==> config.mk <==
export PLATFORM = sky130hd
export DESIGN_NAME = pmew_wake_controller
export DESIGN_NICKNAME = d
export VERILOG_FILES = /design/src/rtl/pmew_sync2.v /design/src/rtl/pmew_wake_controller.v
export VERILOG_INCLUDE_DIRS = /design/src /design/src/rtl
export SDC_FILE = /design/constraint.sdc
export NUM_CORES = 1
export LEC_CHECK = 0
export ABC_AREA = 1
export BUFFER_PORTS_ARGS = -buffer_cell sky130_fd_sc_hd__buf_2
export CAP_MARGIN = 30
export CORE_MARGIN = 2
export CORE_UTILIZATION = 62
export CTS_BUF_LIST = sky130_fd_sc_hd__clkbuf_16
export DETAILED_ROUTE_END_ITERATION = 6
export PLACE_DENSITY_LB_ADDON = 0.12
export SYNTH_ARGS = -nofsm -noshare
export SYNTH_HDL_FRONTEND = slang
export SYNTH_SLANG_ARGS = --single-unit
==> constraint.sdc <==
create_clock -name ref_clk_i -period 4.2 [get_ports ref_clk_i]
set_input_delay 0.63 -clock ref_clk_i [delete_from_list [all_inputs] [get_ports ref_clk_i]]
set_output_delay 0.63 -clock ref_clk_i [all_outputs]
set_load 0.03 [all_outputs]
==> src/rtl/pmew_consts.vh <==
// constants of the wake event controller: offsets, fields, resets, timing
// assumes a 10 MHz device clock
`ifndef PMEW_CONSTS_VH
`define PMEW_CONSTS_VH
// -----------------------------------------------------------------
// register offsets
// -----------------------------------------------------------------
`define PMEW_OFS_PWR_CTL    12'h014
`define PMEW_OFS_PIN_WAKE   12'h020
`define PMEW_OFS_FLAG_ATTRIBUTES  12'h068
`define PMEW_OFS_STALL_BASE 12'h0B0
// -----------------------------------------------------------------
// power_mgmt_control fields
// -----------------------------------------------------------------
`define PMEW_PC_SRC_LSB     0
`define PMEW_PC_SRC_W       6
`define PMEW_PC_PHYSAVE_BIT 8
`define PMEW_PC_WAKEMODE    16
`define PMEW_PC_READY       17
`define PMEW_PC_LOADING     18
// -----------------------------------------------------------------
// flag_attributes fields
// -----------------------------------------------------------------
`define PMEW_FA_WAKE_EN     0
`define PMEW_FA_PULSE       1
`define PMEW_FA_POL_HIGH    2
`define PMEW_FA_PUSHPULL    3
`define PMEW_FA_LAN_SEL     4
`define PMEW_FA_SELF_PWR    5
`define PMEW_FA_NVM_OK      6
`define PMEW_FA_SRC_EN_LSB  8
// -----------------------------------------------------------------
// reset values
// -----------------------------------------------------------------
`define PMEW_RST_PWR_CTL    32'h0000_0000
`define PMEW_RST_PIN_WAKE   32'h0000_0000
`define PMEW_RST_FLAG_ATTRIBUTES  32'h0000_0000
// -----------------------------------------------------------------
// timing: 10 MHz clock
// -----------------------------------------------------------------
`define PMEW_CLK_KHZ        10000
`define PMEW_VALID_OTP_MS   1
`define PMEW_VALID_E2P_MS   16
// cycle counts at 10 MHz: 1 ms and 16 ms, sized to the 24-bit counter
`define PMEW_CYC_OTP        24'h002710
`define PMEW_CYC_E2P        24'h027100
`define PMEW_PULSE_CYC      16'h0064
`endif

==> src/rtl/pmew_sync2.v <==
// two-flop synchroniser for one asynchronous level
// assumes one clock domain, async active-low reset
`timescale 1ns/1ns
module pmew_sync2 (
   input  wire ref_clk_i,
   input  wire reset_n_i,
   input  wire clk_en_i,
   input  wire din_i,
   output reg  dout_o
);
   reg meta_q;
   always @(posedge ref_clk_i or negedge reset_n_i) begin
      if (!reset_n_i) begin
         meta_q <= 1'b0;
         dout_o <= 1'b0;
      end else if (clk_en_i) begin
         meta_q <= din_i;
         dout_o <= meta_q;
      end
   end
endmodule

==> src/rtl/pmew_wake_controller.v <==
// power management wake event controller: sources, wake output, registers
// assumes register port strobes on ref_clk_i; pins and sources asynchronous
//
// Overview of operation
// - wake signalling only self powered with nvm
// - drive wake output on enabled event
// - sample mode select when clear released
// - mode 1 stays waiting, 0 resumes normal
// - output valid 1 ms otp, 16 ms eeprom
// - no nvm: only software-configured sources wake
// - general pins wake with enable and polarity
// - magic packet raises wake event
// - frame filter match raises wake event
// - perfect destination match raises wake event
// - broadcast frame raises wake event
// - link partner detection raises wake event
// - wake enable flag gates waiting mode
// - decode level, polarity and buffer type
// - clear or power-on reset reloads nvm
// - power-on with mode 1 enters waiting
// - optional phy saving during waiting mode
// - stall accesses at 0B0h and above when unconfigured
`timescale 1ns/1ns
`include "pmew_consts.vh"
module pmew_wake_controller #(
   parameter [23:0] VALID_OTP_CYC = `PMEW_CYC_OTP,
   parameter [23:0] VALID_E2P_CYC = `PMEW_CYC_E2P
) (
   input  wire        ref_clk_i,
   input  wire        reset_n_i,
   input  wire        clk_en_i,
   input  wire        wake_clear_in_n_i,
   input  wire        wake_mode_select_i,
   input  wire        bus_power_detect_i,
   input  wire [7:0]  gpio_i,
   input  wire        magic_pkt_i,
   input  wire        wakeup_frame_filter_i,
   input  wire        perfect_da_i,
   input  wire        broadcast_i,
   input  wire        link_partner_i,
   input  wire        nvm_present_i,
   input  wire        nvm_eeprom_i,
   input  wire        usb_configured_i,
   input  wire        reg_wr_i,
   input  wire        reg_rd_i,
   input  wire [11:0] reg_addr_i,
   input  wire [31:0] reg_wdata_i,
   output reg  [31:0] reg_rdata_o,
   output reg         reg_ack_o,
   output reg         reg_stall_o,
   output reg         wake_event_out_n_o,
   output reg         wake_event_oe_n_o,
   output reg         wake_mode_active_o,
   output reg         nvm_reload_o,
   output reg         phy_saving_enable_o
);
   // -----------------------------------------------------------------
   // state codes
   // -----------------------------------------------------------------
   localparam [3:0] ST_CLEAR  = 4'h1;
   localparam [3:0] ST_CONFIG = 4'h2;
   localparam [3:0] ST_NORMAL = 4'h4;
   localparam [3:0] ST_WAIT   = 4'h8;

   reg  [3:0]  state_q;
   reg  [3:0]  state_d;
   reg  [31:0] pwr_ctl_q;
   reg  [31:0] pin_wake_q;
   reg  [31:0] flag_attributes_q;
   reg  [23:0] cfg_cnt_q;
   reg  [15:0] pulse_cnt_q;
   reg         mode_smp_q;
   reg         clear_seen_q;
   reg         latched_q;
   reg         por_done_q;
   wire        clr_n_s;
   wire        mode_s;
   wire        vbus_s;
   wire [7:0]  gpio_s;
   wire [5:0]  net_s;
   wire [13:0] sync_in;
   wire [13:0] sync_out;

   // -----------------------------------------------------------------
   // input synchronisers
   // -----------------------------------------------------------------
   assign sync_in = {wake_clear_in_n_i, wake_mode_select_i, bus_power_detect_i,
                     gpio_i[7:0], magic_pkt_i, wakeup_frame_filter_i, perfect_da_i};
   genvar gi;
   generate
      for (gi = 0; gi < 14; gi = gi + 1) begin : g_sync
         pmew_sync2 u_sync (
            .ref_clk_i (ref_clk_i),
            .reset_n_i (reset_n_i),
            .clk_en_i  (clk_en_i),
            .din_i     (sync_in[gi]),
            .dout_o    (sync_out[gi])
         );
      end
   endgenerate
   pmew_sync2 u_sync_bc (
      .ref_clk_i (ref_clk_i),
      .reset_n_i (reset_n_i),
      .clk_en_i  (clk_en_i),
      .din_i     (broadcast_i),
      .dout_o    (net_s[1])
   );
   pmew_sync2 u_sync_lk (
      .ref_clk_i (ref_clk_i),
      .reset_n_i (reset_n_i),
      .clk_en_i  (clk_en_i),
      .din_i     (link_partner_i),
      .dout_o    (net_s[0])
   );
   assign clr_n_s   = sync_out[13];
   assign mode_s    = sync_out[12];
   assign vbus_s    = sync_out[11];
   assign gpio_s    = sync_out[10:3];
   assign net_s[5]  = sync_out[2];
   assign net_s[4]  = sync_out[1];
   assign net_s[3]  = sync_out[0];
   assign net_s[2]  = 1'b0;

   // -----------------------------------------------------------------
   // wake sources
   // -----------------------------------------------------------------
   wire       fa_wake_en  = flag_attributes_q[`PMEW_FA_WAKE_EN];
   wire       fa_pulse    = flag_attributes_q[`PMEW_FA_PULSE];
   wire       fa_pol_high = flag_attributes_q[`PMEW_FA_POL_HIGH];
   wire       fa_pushpull = flag_attributes_q[`PMEW_FA_PUSHPULL];
   wire       fa_lan_sel  = flag_attributes_q[`PMEW_FA_LAN_SEL];
   wire [5:0] src_en      = flag_attributes_q[`PMEW_FA_SRC_EN_LSB +: 6];
   wire       capable = flag_attributes_q[`PMEW_FA_SELF_PWR] &
                        (flag_attributes_q[`PMEW_FA_NVM_OK] | nvm_present_i);
   wire [7:0] gpio_hit = pin_wake_q[7:0] & ~(gpio_s ^ pin_wake_q[15:8]);
   wire [5:0] net_hit = {net_s[5:3], net_s[1], net_s[0], 1'b0} & src_en &
                        {6{fa_lan_sel}};
   wire       any_hit = (|gpio_hit) | (|net_hit);
   wire       wait_ok = fa_wake_en & capable;

   // -----------------------------------------------------------------
   // sequencing state machine
   // -----------------------------------------------------------------
   always @* begin
      state_d = state_q;
      case (state_q)
         ST_CLEAR: begin
            if (clr_n_s)
               state_d = ST_CONFIG;
         end
         ST_CONFIG: begin
            if (cfg_cnt_q == 24'h000000)
               state_d = (mode_smp_q & wait_ok) ? ST_WAIT : ST_NORMAL;
         end
         ST_NORMAL: begin
            if (!clr_n_s)
               state_d = ST_CLEAR;
         end
         ST_WAIT: begin
            if (!clr_n_s)
               state_d = ST_CLEAR;
         end
         default: state_d = ST_CLEAR;
      endcase
   end

   always @(posedge ref_clk_i or negedge reset_n_i) begin
      if (!reset_n_i) begin
         state_q      <= ST_CLEAR;
         cfg_cnt_q    <= 24'h000000;
         mode_smp_q   <= 1'b0;
         clear_seen_q <= 1'b0;
         por_done_q   <= 1'b0;
         nvm_reload_o <= 1'b0;
      end else if (clk_en_i) begin
         state_q      <= state_d;
         clear_seen_q <= ~clr_n_s;
         nvm_reload_o <= 1'b0;
         if (state_q == ST_CLEAR && clr_n_s) begin
            mode_smp_q   <= mode_s;
            por_done_q   <= 1'b1;
            nvm_reload_o <= 1'b1;
            cfg_cnt_q    <= (nvm_eeprom_i ? VALID_E2P_CYC : VALID_OTP_CYC) - 24'h000001;
         end else if (state_q == ST_CONFIG && cfg_cnt_q != 24'h000000) begin
            cfg_cnt_q <= cfg_cnt_q - 24'h000001;
         end
      end
   end

   // -----------------------------------------------------------------
   // wake output
   // -----------------------------------------------------------------
   always @(posedge ref_clk_i or negedge reset_n_i) begin
      if (!reset_n_i) begin
         latched_q           <= 1'b0;
         pulse_cnt_q         <= 16'h0000;
         wake_event_out_n_o  <= 1'b1;
         wake_event_oe_n_o   <= 1'b1;
         wake_mode_active_o  <= 1'b0;
         phy_saving_enable_o <= 1'b0;
      end else if (clk_en_i) begin
         wake_mode_active_o  <= (state_q == ST_WAIT);
         phy_saving_enable_o <= (state_q == ST_WAIT) & pwr_ctl_q[`PMEW_PC_PHYSAVE_BIT];
         if (!clr_n_s) begin
            latched_q   <= 1'b0;
            pulse_cnt_q <= 16'h0000;
         end else if (state_q == ST_WAIT && any_hit && !latched_q) begin
            latched_q   <= 1'b1;
            pulse_cnt_q <= `PMEW_PULSE_CYC;
         end else if (pulse_cnt_q != 16'h0000) begin
            pulse_cnt_q <= pulse_cnt_q - 16'h0001;
         end
         if (state_q == ST_CONFIG || state_q == ST_CLEAR) begin
            wake_event_oe_n_o  <= 1'b1;
            wake_event_out_n_o <= 1'b1;
         end else begin
            wake_event_out_n_o <= ((fa_pulse ? (pulse_cnt_q != 16'h0000) : latched_q)
                                   ^ ~fa_pol_high);
            wake_event_oe_n_o  <= ~(fa_pushpull |
                                   ((fa_pulse ? (pulse_cnt_q != 16'h0000) : latched_q)
                                    ^ fa_pol_high));
         end
      end
   end

   // -----------------------------------------------------------------
   // register port
   // -----------------------------------------------------------------
   // upper space stalls unconfigured
   wire stall = (reg_addr_i >= `PMEW_OFS_STALL_BASE) & ~usb_configured_i;
   wire [31:0] pc_status = {12'h000, ~por_done_q, (state_q == ST_CONFIG),
                            (state_q != ST_CONFIG && state_q != ST_CLEAR),
                            (state_q == ST_WAIT), 7'h00, pwr_ctl_q[8], 2'b00,
                            vbus_s, latched_q, 4'h0};
   wire [31:0] pc_view = pc_status | {26'h0000000, net_hit};

   always @(posedge ref_clk_i or negedge reset_n_i) begin
      if (!reset_n_i) begin
         pwr_ctl_q   <= `PMEW_RST_PWR_CTL;
         pin_wake_q  <= `PMEW_RST_PIN_WAKE;
         flag_attributes_q <= `PMEW_RST_FLAG_ATTRIBUTES;
         reg_rdata_o <= 32'h0000_0000;
         reg_ack_o   <= 1'b0;
         reg_stall_o <= 1'b0;
      end else if (clk_en_i) begin
         reg_ack_o   <= (reg_wr_i | reg_rd_i) & ~stall;
         reg_stall_o <= (reg_wr_i | reg_rd_i) & stall;
         reg_rdata_o <= 32'h0000_0000;
         if (reg_wr_i && !stall) begin
            case (reg_addr_i)
               `PMEW_OFS_PWR_CTL:   pwr_ctl_q   <= reg_wdata_i & 32'h0000_0100;
               `PMEW_OFS_PIN_WAKE:  pin_wake_q  <= reg_wdata_i & 32'h0000_FFFF;
               `PMEW_OFS_FLAG_ATTRIBUTES: flag_attributes_q <= reg_wdata_i & 32'h0000_3FFF;
               default: ;
            endcase
         end
         if (reg_rd_i && !stall) begin
            case (reg_addr_i)
               `PMEW_OFS_PWR_CTL:   reg_rdata_o <= pc_view;
               `PMEW_OFS_PIN_WAKE:  reg_rdata_o <= pin_wake_q;
               `PMEW_OFS_FLAG_ATTRIBUTES: reg_rdata_o <= flag_attributes_q;
               default:             reg_rdata_o <= 32'h0000_0000;
            endcase
         end
      end
   end
endmodule

==> impl_summary.log, run 1 <==
[metrics] result of the run: completed
[metrics] timing-limited maximum frequency: 0.487 GHz
[metrics] number of non-filler instances in the completed layout: 1,152
[metrics] prevailing post-synth register cell: sky130_fd_sc_hd__dfrtp_1
[metrics] Worst Tran Pin Value: 0.922 ns
[metrics] via count of the routed design: 6,215
[metrics] remaining number of nets flagged by the antenna check after routing: 0
[metrics] area share of the leading cell type in the synthesized netlist: 0.473
[metrics] CTS-repair resized insts: 0
[metrics] Data required, critical path: 4.52 ns
[metrics] first-pass GRT wire length: 27,300 µm
[metrics] FP Rows: 39
[metrics] clock net sink count: 137
[metrics] Core Area: 11,300 µm²
[metrics] setup TNS after final layout: 0 ns
[metrics] filler instances: 877
[metrics] Max Fanout on Critical Path: 30
[metrics] Leak Pwr: 0.00436 µW
[metrics] hold crit path type: in -> async
[metrics] total of hold buffers inserted after clock tree synthesis: 0
[metrics] average routed wire per standard cell: 14.1 µm
[metrics] family with the most delay on the worst path: simple AND/OR/NAND/NOR gates
[metrics] cell-internal power: 2830 µW
[metrics] startpoint type of the worst setup path: primary input
[metrics] cell type with the largest total area after synthesis: sky130_fd_sc_hd__dfrtp_1
[metrics] total clock buffers created by CTS: 17
[metrics] final net count: 1,068
[metrics] Root Driver: sky130_fd_sc_hd__clkbuf_16
[metrics] buffer and inverter count on the worst path: 3
[metrics] fraction of final layout cells sized beyond drive strength 1: 0.155
[metrics] number of design-rule violations left by the first detailed-router iteration: 463
[metrics] Net Sw Power: 1240 µW
[metrics] top cells by area, synth: sky130_fd_sc_hd__dfrtp_1, sky130_fd_sc_hd__nand2_1, sky130_fd_sc_hd__o21ai_0
[metrics] Port Buffer Count: 78
[metrics] overall routed net length: 16,200 µm
[metrics] Final Util: 0.727
[metrics] number of placed instances, taps included: 1,120
[metrics] Clock Latency Late Sink: 0.42 ns
[metrics] post-route clock period utilization: 0.489
[metrics] x dimension of the die: 111 µm
[metrics] Yosys cell types: 51
[metrics] VDD IR-drop max: 0.366 mV
[metrics] final number of setup-violating endpoints: 0
[metrics] CP Class: in -> reg
[metrics] final clock skew: 0.00597 ns
[metrics] relative contribution of combinational cells to total power: 0.186
[metrics] list of most frequent post-synthesis cells: sky130_fd_sc_hd__nand2_1, sky130_fd_sc_hd__dfrtp_1, sky130_fd_sc_hd__inv_1, sky130_fd_sc_hd__o21ai_0, sky130_fd_sc_hd__nor2_1
[metrics] growth of design area from synthesis to finish: 15.6%
[metrics] n_diodes: 0
[metrics] Pwr per Cell Area: 497 nW/µm²
[metrics] headroom to the max-slew limit: 0.384
[metrics] post-synthesis sequential area ratio: 0.484
[metrics] Initial Utilization: 0.629
[metrics] vertical die dimension: 111 µm
[metrics] I/O Pins: 107
[metrics] count of mapped cells out of synthesis: 919
[metrics] PnR Total Power: 4070 µW
[metrics] number of antenna violations at the first check in global routing: 0
[metrics] number of enable-type register cells in the synthesized netlist: 0
[metrics] maximum clock path buffer count: 2
[metrics] yosys warns: 0
[metrics] die footprint: 12,300 µm²
[metrics] count of buffers added by post-CTS timing repair for setup: 0
[metrics] synthesized area: 7100 µm²
[metrics] cell with the most instances on the worst path: sky130_fd_sc_hd__nand2_1
[metrics] Post-route DRC: 0
[metrics] DR vias/cell: 5.39
[metrics] Congestion Overflow GR: 0
[metrics] final number of max-transition violations: 0
[metrics] first-pass iteration count of the detailed router: 5
[metrics] portion of total power attributed to sequential cells: 0.396
[metrics] overall fraction of global-route tracks in use: 0.276
[metrics] setup repair after global routing missed its margin: false
[metrics] Post-DP HPWL: 11,100 µm
[metrics] share of power burned in the clock network: 0.418
[metrics] switching share of total power: 0.305
[metrics] number of hold violations in the final report: 0
[metrics] number of global-route vias before repair: 5,751
[metrics] cell type of the slowest stage on the worst timing path: sky130_fd_sc_hd__nand2_1
[metrics] weighted congestion reported at the end of routability-driven placement: 0.904
[metrics] TritonCTS clock tree: built
[metrics] clock input transition at the sequential cells of the worst setup and hold paths: 0.06 ns
[metrics] maximum level of the CTS H-tree: 4
[metrics] average cell area after synthesis: 7.72 µm²
[metrics] Final min period: 2.05 ns
[metrics] pin count of the biggest net entering global routing: 88
[metrics] reported max-cap violation count: 0
[metrics] chain of cells forming the critical path: buf_2, nor2_1, nand2_1, inv_1, a21o_2, inv_2, nor2_4, nand2_1, o21ai_0
[metrics] fraction of synthesis flops using an asynchronous set or reset pin: 1.00
[metrics] Setup crit end kind: flop
[metrics] dominant cell by count in the synthesized netlist: sky130_fd_sc_hd__nand2_1
[metrics] arrival time reported for the critical path endpoint: 2.37 ns
[metrics] delay of the slowest cell on the worst path: 0.57 ns
[metrics] Min Hold Slack: 0.268 ns
[metrics] post-synthesis sequential element count: 137
cell type report:
type                            count  area, µm²  share of cell area
Sequential cell                   137       3430               0.419
Multi-Input combinational cell    657       3100               0.377
Timing Repair Buffer               83        438              0.0534
Clock buffer                       17        425              0.0519
Inverter                          100        383              0.0467
Clock inverter                     15        248              0.0302
Tap cell                          143        179              0.0218
final timing paths:
path,depth (start not counted),start,to,slack (ns)
worst max-delay path,9,reg_addr_i[9],pin_wake_q[11]$_DFFE_PN0P_,2.15
worst min-delay path,1,reset_n_i,pulse_cnt_q[8]$_DFFE_PN0P_,0.27
worst max register to register,11,flag_attributes_q[4]$_DFFE_PN0P_,pulse_cnt_q[15]$_DFFE_PN0P_,2.18
worst min register to register,2,g_sync[4].u_sync.meta_q$_DFFE_PN0P_,g_sync[4].u_sync.meta_q$_DFFE_PN0P_,0.47
max in group asynchronous,2,reset_n_i,g_sync[6].u_sync.meta_q$_DFFE_PN0P_,3.05
min in group ref_clk_i,3,gpio_i[0],g_sync[3].u_sync.meta_q$_DFFE_PN0P_,0.40
worst register-to-register path: stages (launching register included):
cell,delay [ns]
sky130_fd_sc_hd__dfrtp_1,0.47
sky130_fd_sc_hd__nand3_1,0.17
sky130_fd_sc_hd__nand2_1,0.07
sky130_fd_sc_hd__inv_1,0.05
sky130_fd_sc_hd__nand2_1,0.05
sky130_fd_sc_hd__nor2_1,0.08
sky130_fd_sc_hd__nand3_1,0.16
sky130_fd_sc_hd__nand2_2,0.16
sky130_fd_sc_hd__nand2_1,0.09
sky130_fd_sc_hd__nor2_2,0.44
sky130_fd_sc_hd__nand2_1,0.13
sky130_fd_sc_hd__nand2_1,0.10
cells by family (layout without fill, tap and decap cells):
group                      after synthesis  after routing  share of synthesized area
adders and majority gates                4              4                    0.00705
xor gates and xnor gates                17             17                     0.0210
DFF                                    137            137                      0.484
buffers and inverters                  136            215                     0.0859
other                                    1             12                   0.000528
AOI/OAI and AO/OA                      112            112                     0.0885
and+or+nand+nor                        512            512                      0.313
power by group through the flow:
stage / clock network [µW] / logic, µW / registers, µW
global route: 1780 / 861 / 1630
global placement: 0 / 728 / 1630
finish: 1700 / 759 / 1610
CTS: 1720 / 758 / 1610
detailed placement: 0 / 749 / 1630
floorplan: 0 / 573 / 1620
flip-flops by register name, indices dropped and copies added (netlist names), 4 cells and up:
signal                flops
cfg_cnt_q                24
flag_attributes_q        14
g_sync.u_sync.dout_o     14
g_sync.u_sync.meta_q     14
pin_wake_q               16
pulse_cnt_q              16
reg_rdata_o              20
state_q                   4
metrics by stage:
stage / area, µm² / setup WS, ns
5_1_grt: 8200 / 1.90
6_report: 8200 / 2.15
3_3_place_gp: 7520 / 1.65
4_1_cts: 8200 / 2.13
3_5_place_dp: 7530 / 1.73
2_1_floorplan: 7140 / 2.47
cells in the final DEF, fill, tap and decap left out, types with 3 or more instances in the layout:
cell type / instances
sky130_fd_sc_hd__nand3b_1: 3
sky130_fd_sc_hd__xnor2_1: 4
sky130_fd_sc_hd__buf_4: 4
sky130_fd_sc_hd__inv_2: 6
sky130_fd_sc_hd__o31ai_1: 4
sky130_fd_sc_hd__o211ai_1: 5
sky130_fd_sc_hd__dfstp_2: 3
sky130_fd_sc_hd__nor2_2: 6
sky130_fd_sc_hd__nand4_1: 17
sky130_fd_sc_hd__clkinv_4: 3
sky130_fd_sc_hd__inv_1: 91
sky130_fd_sc_hd__inv_6: 4
sky130_fd_sc_hd__ha_1: 4
sky130_fd_sc_hd__bufinv_16: 6
sky130_fd_sc_hd__nand3_1: 51
sky130_fd_sc_hd__buf_2: 77
sky130_fd_sc_hd__dfrtp_1: 134
sky130_fd_sc_hd__clkbuf_16: 17
sky130_fd_sc_hd__o21ai_1: 11
sky130_fd_sc_hd__nand2_2: 5
sky130_fd_sc_hd__o21ai_0: 71
sky130_fd_sc_hd__a21oi_1: 9
sky130_fd_sc_hd__a21oi_2: 4
sky130_fd_sc_hd__clkinv_1: 3
sky130_fd_sc_hd__nor2_1: 63
sky130_fd_sc_hd__nor3_1: 14
sky130_fd_sc_hd__nand2_1: 335
sky130_fd_sc_hd__xor2_1: 13
sky130_fd_sc_hd__conb_1: 12
per-layer routing:
| layer | wire length [µm] | global-route usage | vias to the layer above | share of wire |
|---|---|---|---|---|
| met3 | 1270 | 0.0689 | 22 | 0.078 |
| met1 | 7230 | 0.390 | 2914 | 0.45 |
| met5 | 0 | 0 | - | 0 |
| li1 | - | - | 3053 | - |
| met2 | 7540 | 0.425 | 226 | 0.46 |
| met4 | 197 | 0.0850 | 0 | 0.012 |
(Power assumes the default switching activity.)
==> run 2: changes to the inputs <==
CORE_UTILIZATION = 57   (was 62)
clock period = 1.9 ns   (was 4.2 ns; I/O delays follow)
==> impl_summary.log, run 2 (synthesis results as in run 1) <==
[metrics] result of the run: completed
[metrics] Initial Utilization: 0.588
[metrics] combined flip-flop and latch cell area: 3430 µm²
[metrics] top library cells by usage in the layout, fill and taps aside: sky130_fd_sc_hd__nand2_1, sky130_fd_sc_hd__dfrtp_1, sky130_fd_sc_hd__inv_1
[metrics] total clock buffers created by CTS: 17
[metrics] FP Rows: 40
[metrics] DR vias/cell: 5.13
[metrics] most common cell after layout, fill and taps aside: sky130_fd_sc_hd__nand2_1
[metrics] die footprint: 13,400 µm²
[metrics] Final min period: 1.73 ns
[metrics] first-pass iteration count of the detailed router: 5
[metrics] Worst R2R Setup Slack: 0.17 ns
[metrics] timing-limited maximum frequency: 0.579 GHz
[metrics] register ranked first by flip-flop count: cfg_cnt_q
[metrics] clock input transition at the sequential cells of the worst setup and hold paths: 0.06 ns
[metrics] via count of the routed design: 6,195
[metrics] overall fraction of global-route tracks in use: 0.264
[metrics] post-route clock period utilization: 0.909
[metrics] setup TNS after final layout: 0 ns
[metrics] n_diodes: 0
[metrics] I/O Pins: 107
[metrics] maximum clock path buffer count: 2
[metrics] remaining number of nets flagged by the antenna check after routing: 0
[metrics] Post-Layout Inst Area: 8440 µm²
[metrics] TritonCTS clock tree: built
[metrics] vertical die dimension: 116 µm
[metrics] number of hold violations in the final report: 0
[metrics] final net count: 1,098
[metrics] number of global-route vias before repair: 5,783
[metrics] number of cell instances on the worst register-to-register path: 10
[metrics] filler instances: 1,001
[metrics] flip-flop count of the largest register after layout: 24
[metrics] maximum level of the CTS H-tree: 4
[metrics] number of placed instances, taps included: 1,173
[metrics] CP Class: reg -> reg
[metrics] number of non-filler instances in the completed layout: 1,207
[metrics] first-pass GRT wire length: 27,400 µm
[metrics] final number of setup-violating endpoints: 0
[metrics] VDD IR-drop max: 0.957 mV
[metrics] Setup crit end kind: flop
[metrics] Placed Area: 7820 µm²
[metrics] Pwr per Cell Area: 1030 nW/µm²
[metrics] clock net sink count: 137
[metrics] Final Util: 0.700
[metrics] largest registers: cfg_cnt_q (24), reg_rdata_o (20)
[metrics] weighted congestion reported at the end of routability-driven placement: 0.891
[metrics] average routed wire per standard cell: 13.6 µm
[metrics] Clock Latency Late Sink: 0.43 ns
[metrics] startpoint of the most critical register-to-register path: cfg_cnt_q[2]$_DFFE_PN0P_
[metrics] overall routed net length: 16,400 µm
[metrics] hold crit path type: in -> reg
[metrics] worst-case hold path end point: u_sync_bc.meta_q$_DFFE_PN0P_
[metrics] Port Buffer Count: 78
[metrics] fraction of final layout cells sized beyond drive strength 1: 0.187
[metrics] Leak Pwr: 0.00448 µW
[metrics] Hold Crit Depth: 3
[metrics] Root Driver: sky130_fd_sc_hd__clkbuf_16
[metrics] number of design-rule violations left by the first detailed-router iteration: 473
[metrics] worst min-delay path startpoint: broadcast_i
[metrics] number of antenna violations at the first check in global routing: 0
[metrics] Congestion Overflow GR: 0
[metrics] setup repair after global routing missed its margin: false
[metrics] Data required, critical path: 2.20 ns
[metrics] final clock skew: 0.00802 ns
[metrics] total area of multi-input combinational cells: 3110 µm²
[metrics] Post-route DRC: 0
[metrics] reported max-cap violation count: 0
[metrics] Max Fanout on Critical Path: 4
[metrics] growth of design area from synthesis to finish: 19.0%
[metrics] startpoint type of the worst setup path: flop
[metrics] final number of max-transition violations: 0
[metrics] pin count of the biggest net entering global routing: 47
[metrics] Core Area: 12,100 µm²
[metrics] x dimension of the die: 116 µm
[metrics] arrival time reported for the critical path endpoint: 2.03 ns
[metrics] FF-to-FF End: cfg_cnt_q[2]$_DFFE_PN0P_
[metrics] Post-DP HPWL: 11,800 µm
## run 2: cell count changes in the layout (fill, tap and decap cells not counted), sizes merged
cell and change:
clkinvlp +1, buf +29, dlygate4sd3 +1, bufinv -4, clkinv +1, inv +2
## run 2: per-stage QoR
stage | hold WS (ns) | total power, µW | setup WS (ns)
after floorplan | -0.0106 | 4850 | 0.303
after global routing | 0.0504 | 9130 | 0.00396
after detailed placement | 0.239 | 5410 | 0.0440
after CTS | 0.0420 | 8710 | 0.0560
after global placement | 0.236 | 5370 | 0.140
final | 0.0544 | 8690 | 0.173
## run 2: worst max-delay path by stage
stage | slack, ns | cells past startpoint | end | from
after floorplan | 0.30 | 10 | cfg_cnt_q[8]$_DFFE_PN0P_ | state_q[0]$_DFFE_PN1P_
after global placement | 0.14 | 10 | cfg_cnt_q[0]$_DFFE_PN0P_ | cfg_cnt_q[0]$_DFFE_PN0P_
after detailed placement | 0.04 | 7 | flag_attributes_q[10]$_DFFE_PN0P_ | reg_addr_i[9]
after CTS | 0.06 | 10 | cfg_cnt_q[0]$_DFFE_PN0P_ | cfg_cnt_q[0]$_DFFE_PN0P_
after global routing | 0.004 | 9 | pulse_cnt_q[14]$_DFFE_PN0P_ | pulse_cnt_q[0]$_DFFE_PN0P_
final | 0.17 | 10 | cfg_cnt_q[2]$_DFFE_PN0P_ | cfg_cnt_q[2]$_DFFE_PN0P_
## run 2: area by class of cell
class / count / area share
Sequential cell: 137 / 0.407
Multi-Input combinational cell: 657 / 0.369
Timing Repair Buffer: 113 / 0.0843
Clock buffer: 17 / 0.0504
Inverter: 100 / 0.0454
Tap cell: 168 / 0.0249
Clock inverter: 15 / 0.0194
## run 2: where the power goes
| group | internal, µW | switching (µW) | leakage [µW] |
|---|---|---|---|
| Combinational | 660 | 1180 | 0.00240 |
| Clock | 1950 | 1330 | 0.000285 |
| Sequential | 3270 | 289 | 0.00180 |
| Total | 5880 | 2810 | 0.00448 |
## run 2: timing repair
item	4_1_cts	5_1_grt
gates resized for setup	0	8
setup buffers	0	1
hold buffers	1	0
endpoints found under the setup margin	0	23
hold endpoints to repair	39	0
## run 2: per-layer routing
metal  global-route usage  share of wire  vias to the layer above
li1                     -              -                     3117
met1                0.375           0.46                     2841
met2                0.405           0.45                      223
met3               0.0591          0.072                       14
met4               0.0843          0.010                        0
met5                    0              0                        -
## run 2: worst max-delay path, stage by stage, from the launching register on
cell	delay, ns
sky130_fd_sc_hd__dfrtp_1	0.42
sky130_fd_sc_hd__nor2_2	0.20
sky130_fd_sc_hd__nand3_1	0.12
sky130_fd_sc_hd__nor2_2	0.15
sky130_fd_sc_hd__nand3_2	0.12
sky130_fd_sc_hd__nand2_4	0.13
sky130_fd_sc_hd__buf_4	0.13
sky130_fd_sc_hd__inv_2	0.06
sky130_fd_sc_hd__nand2_1	0.10
sky130_fd_sc_hd__or2_1	0.11
sky130_fd_sc_hd__nand3_1	0.07
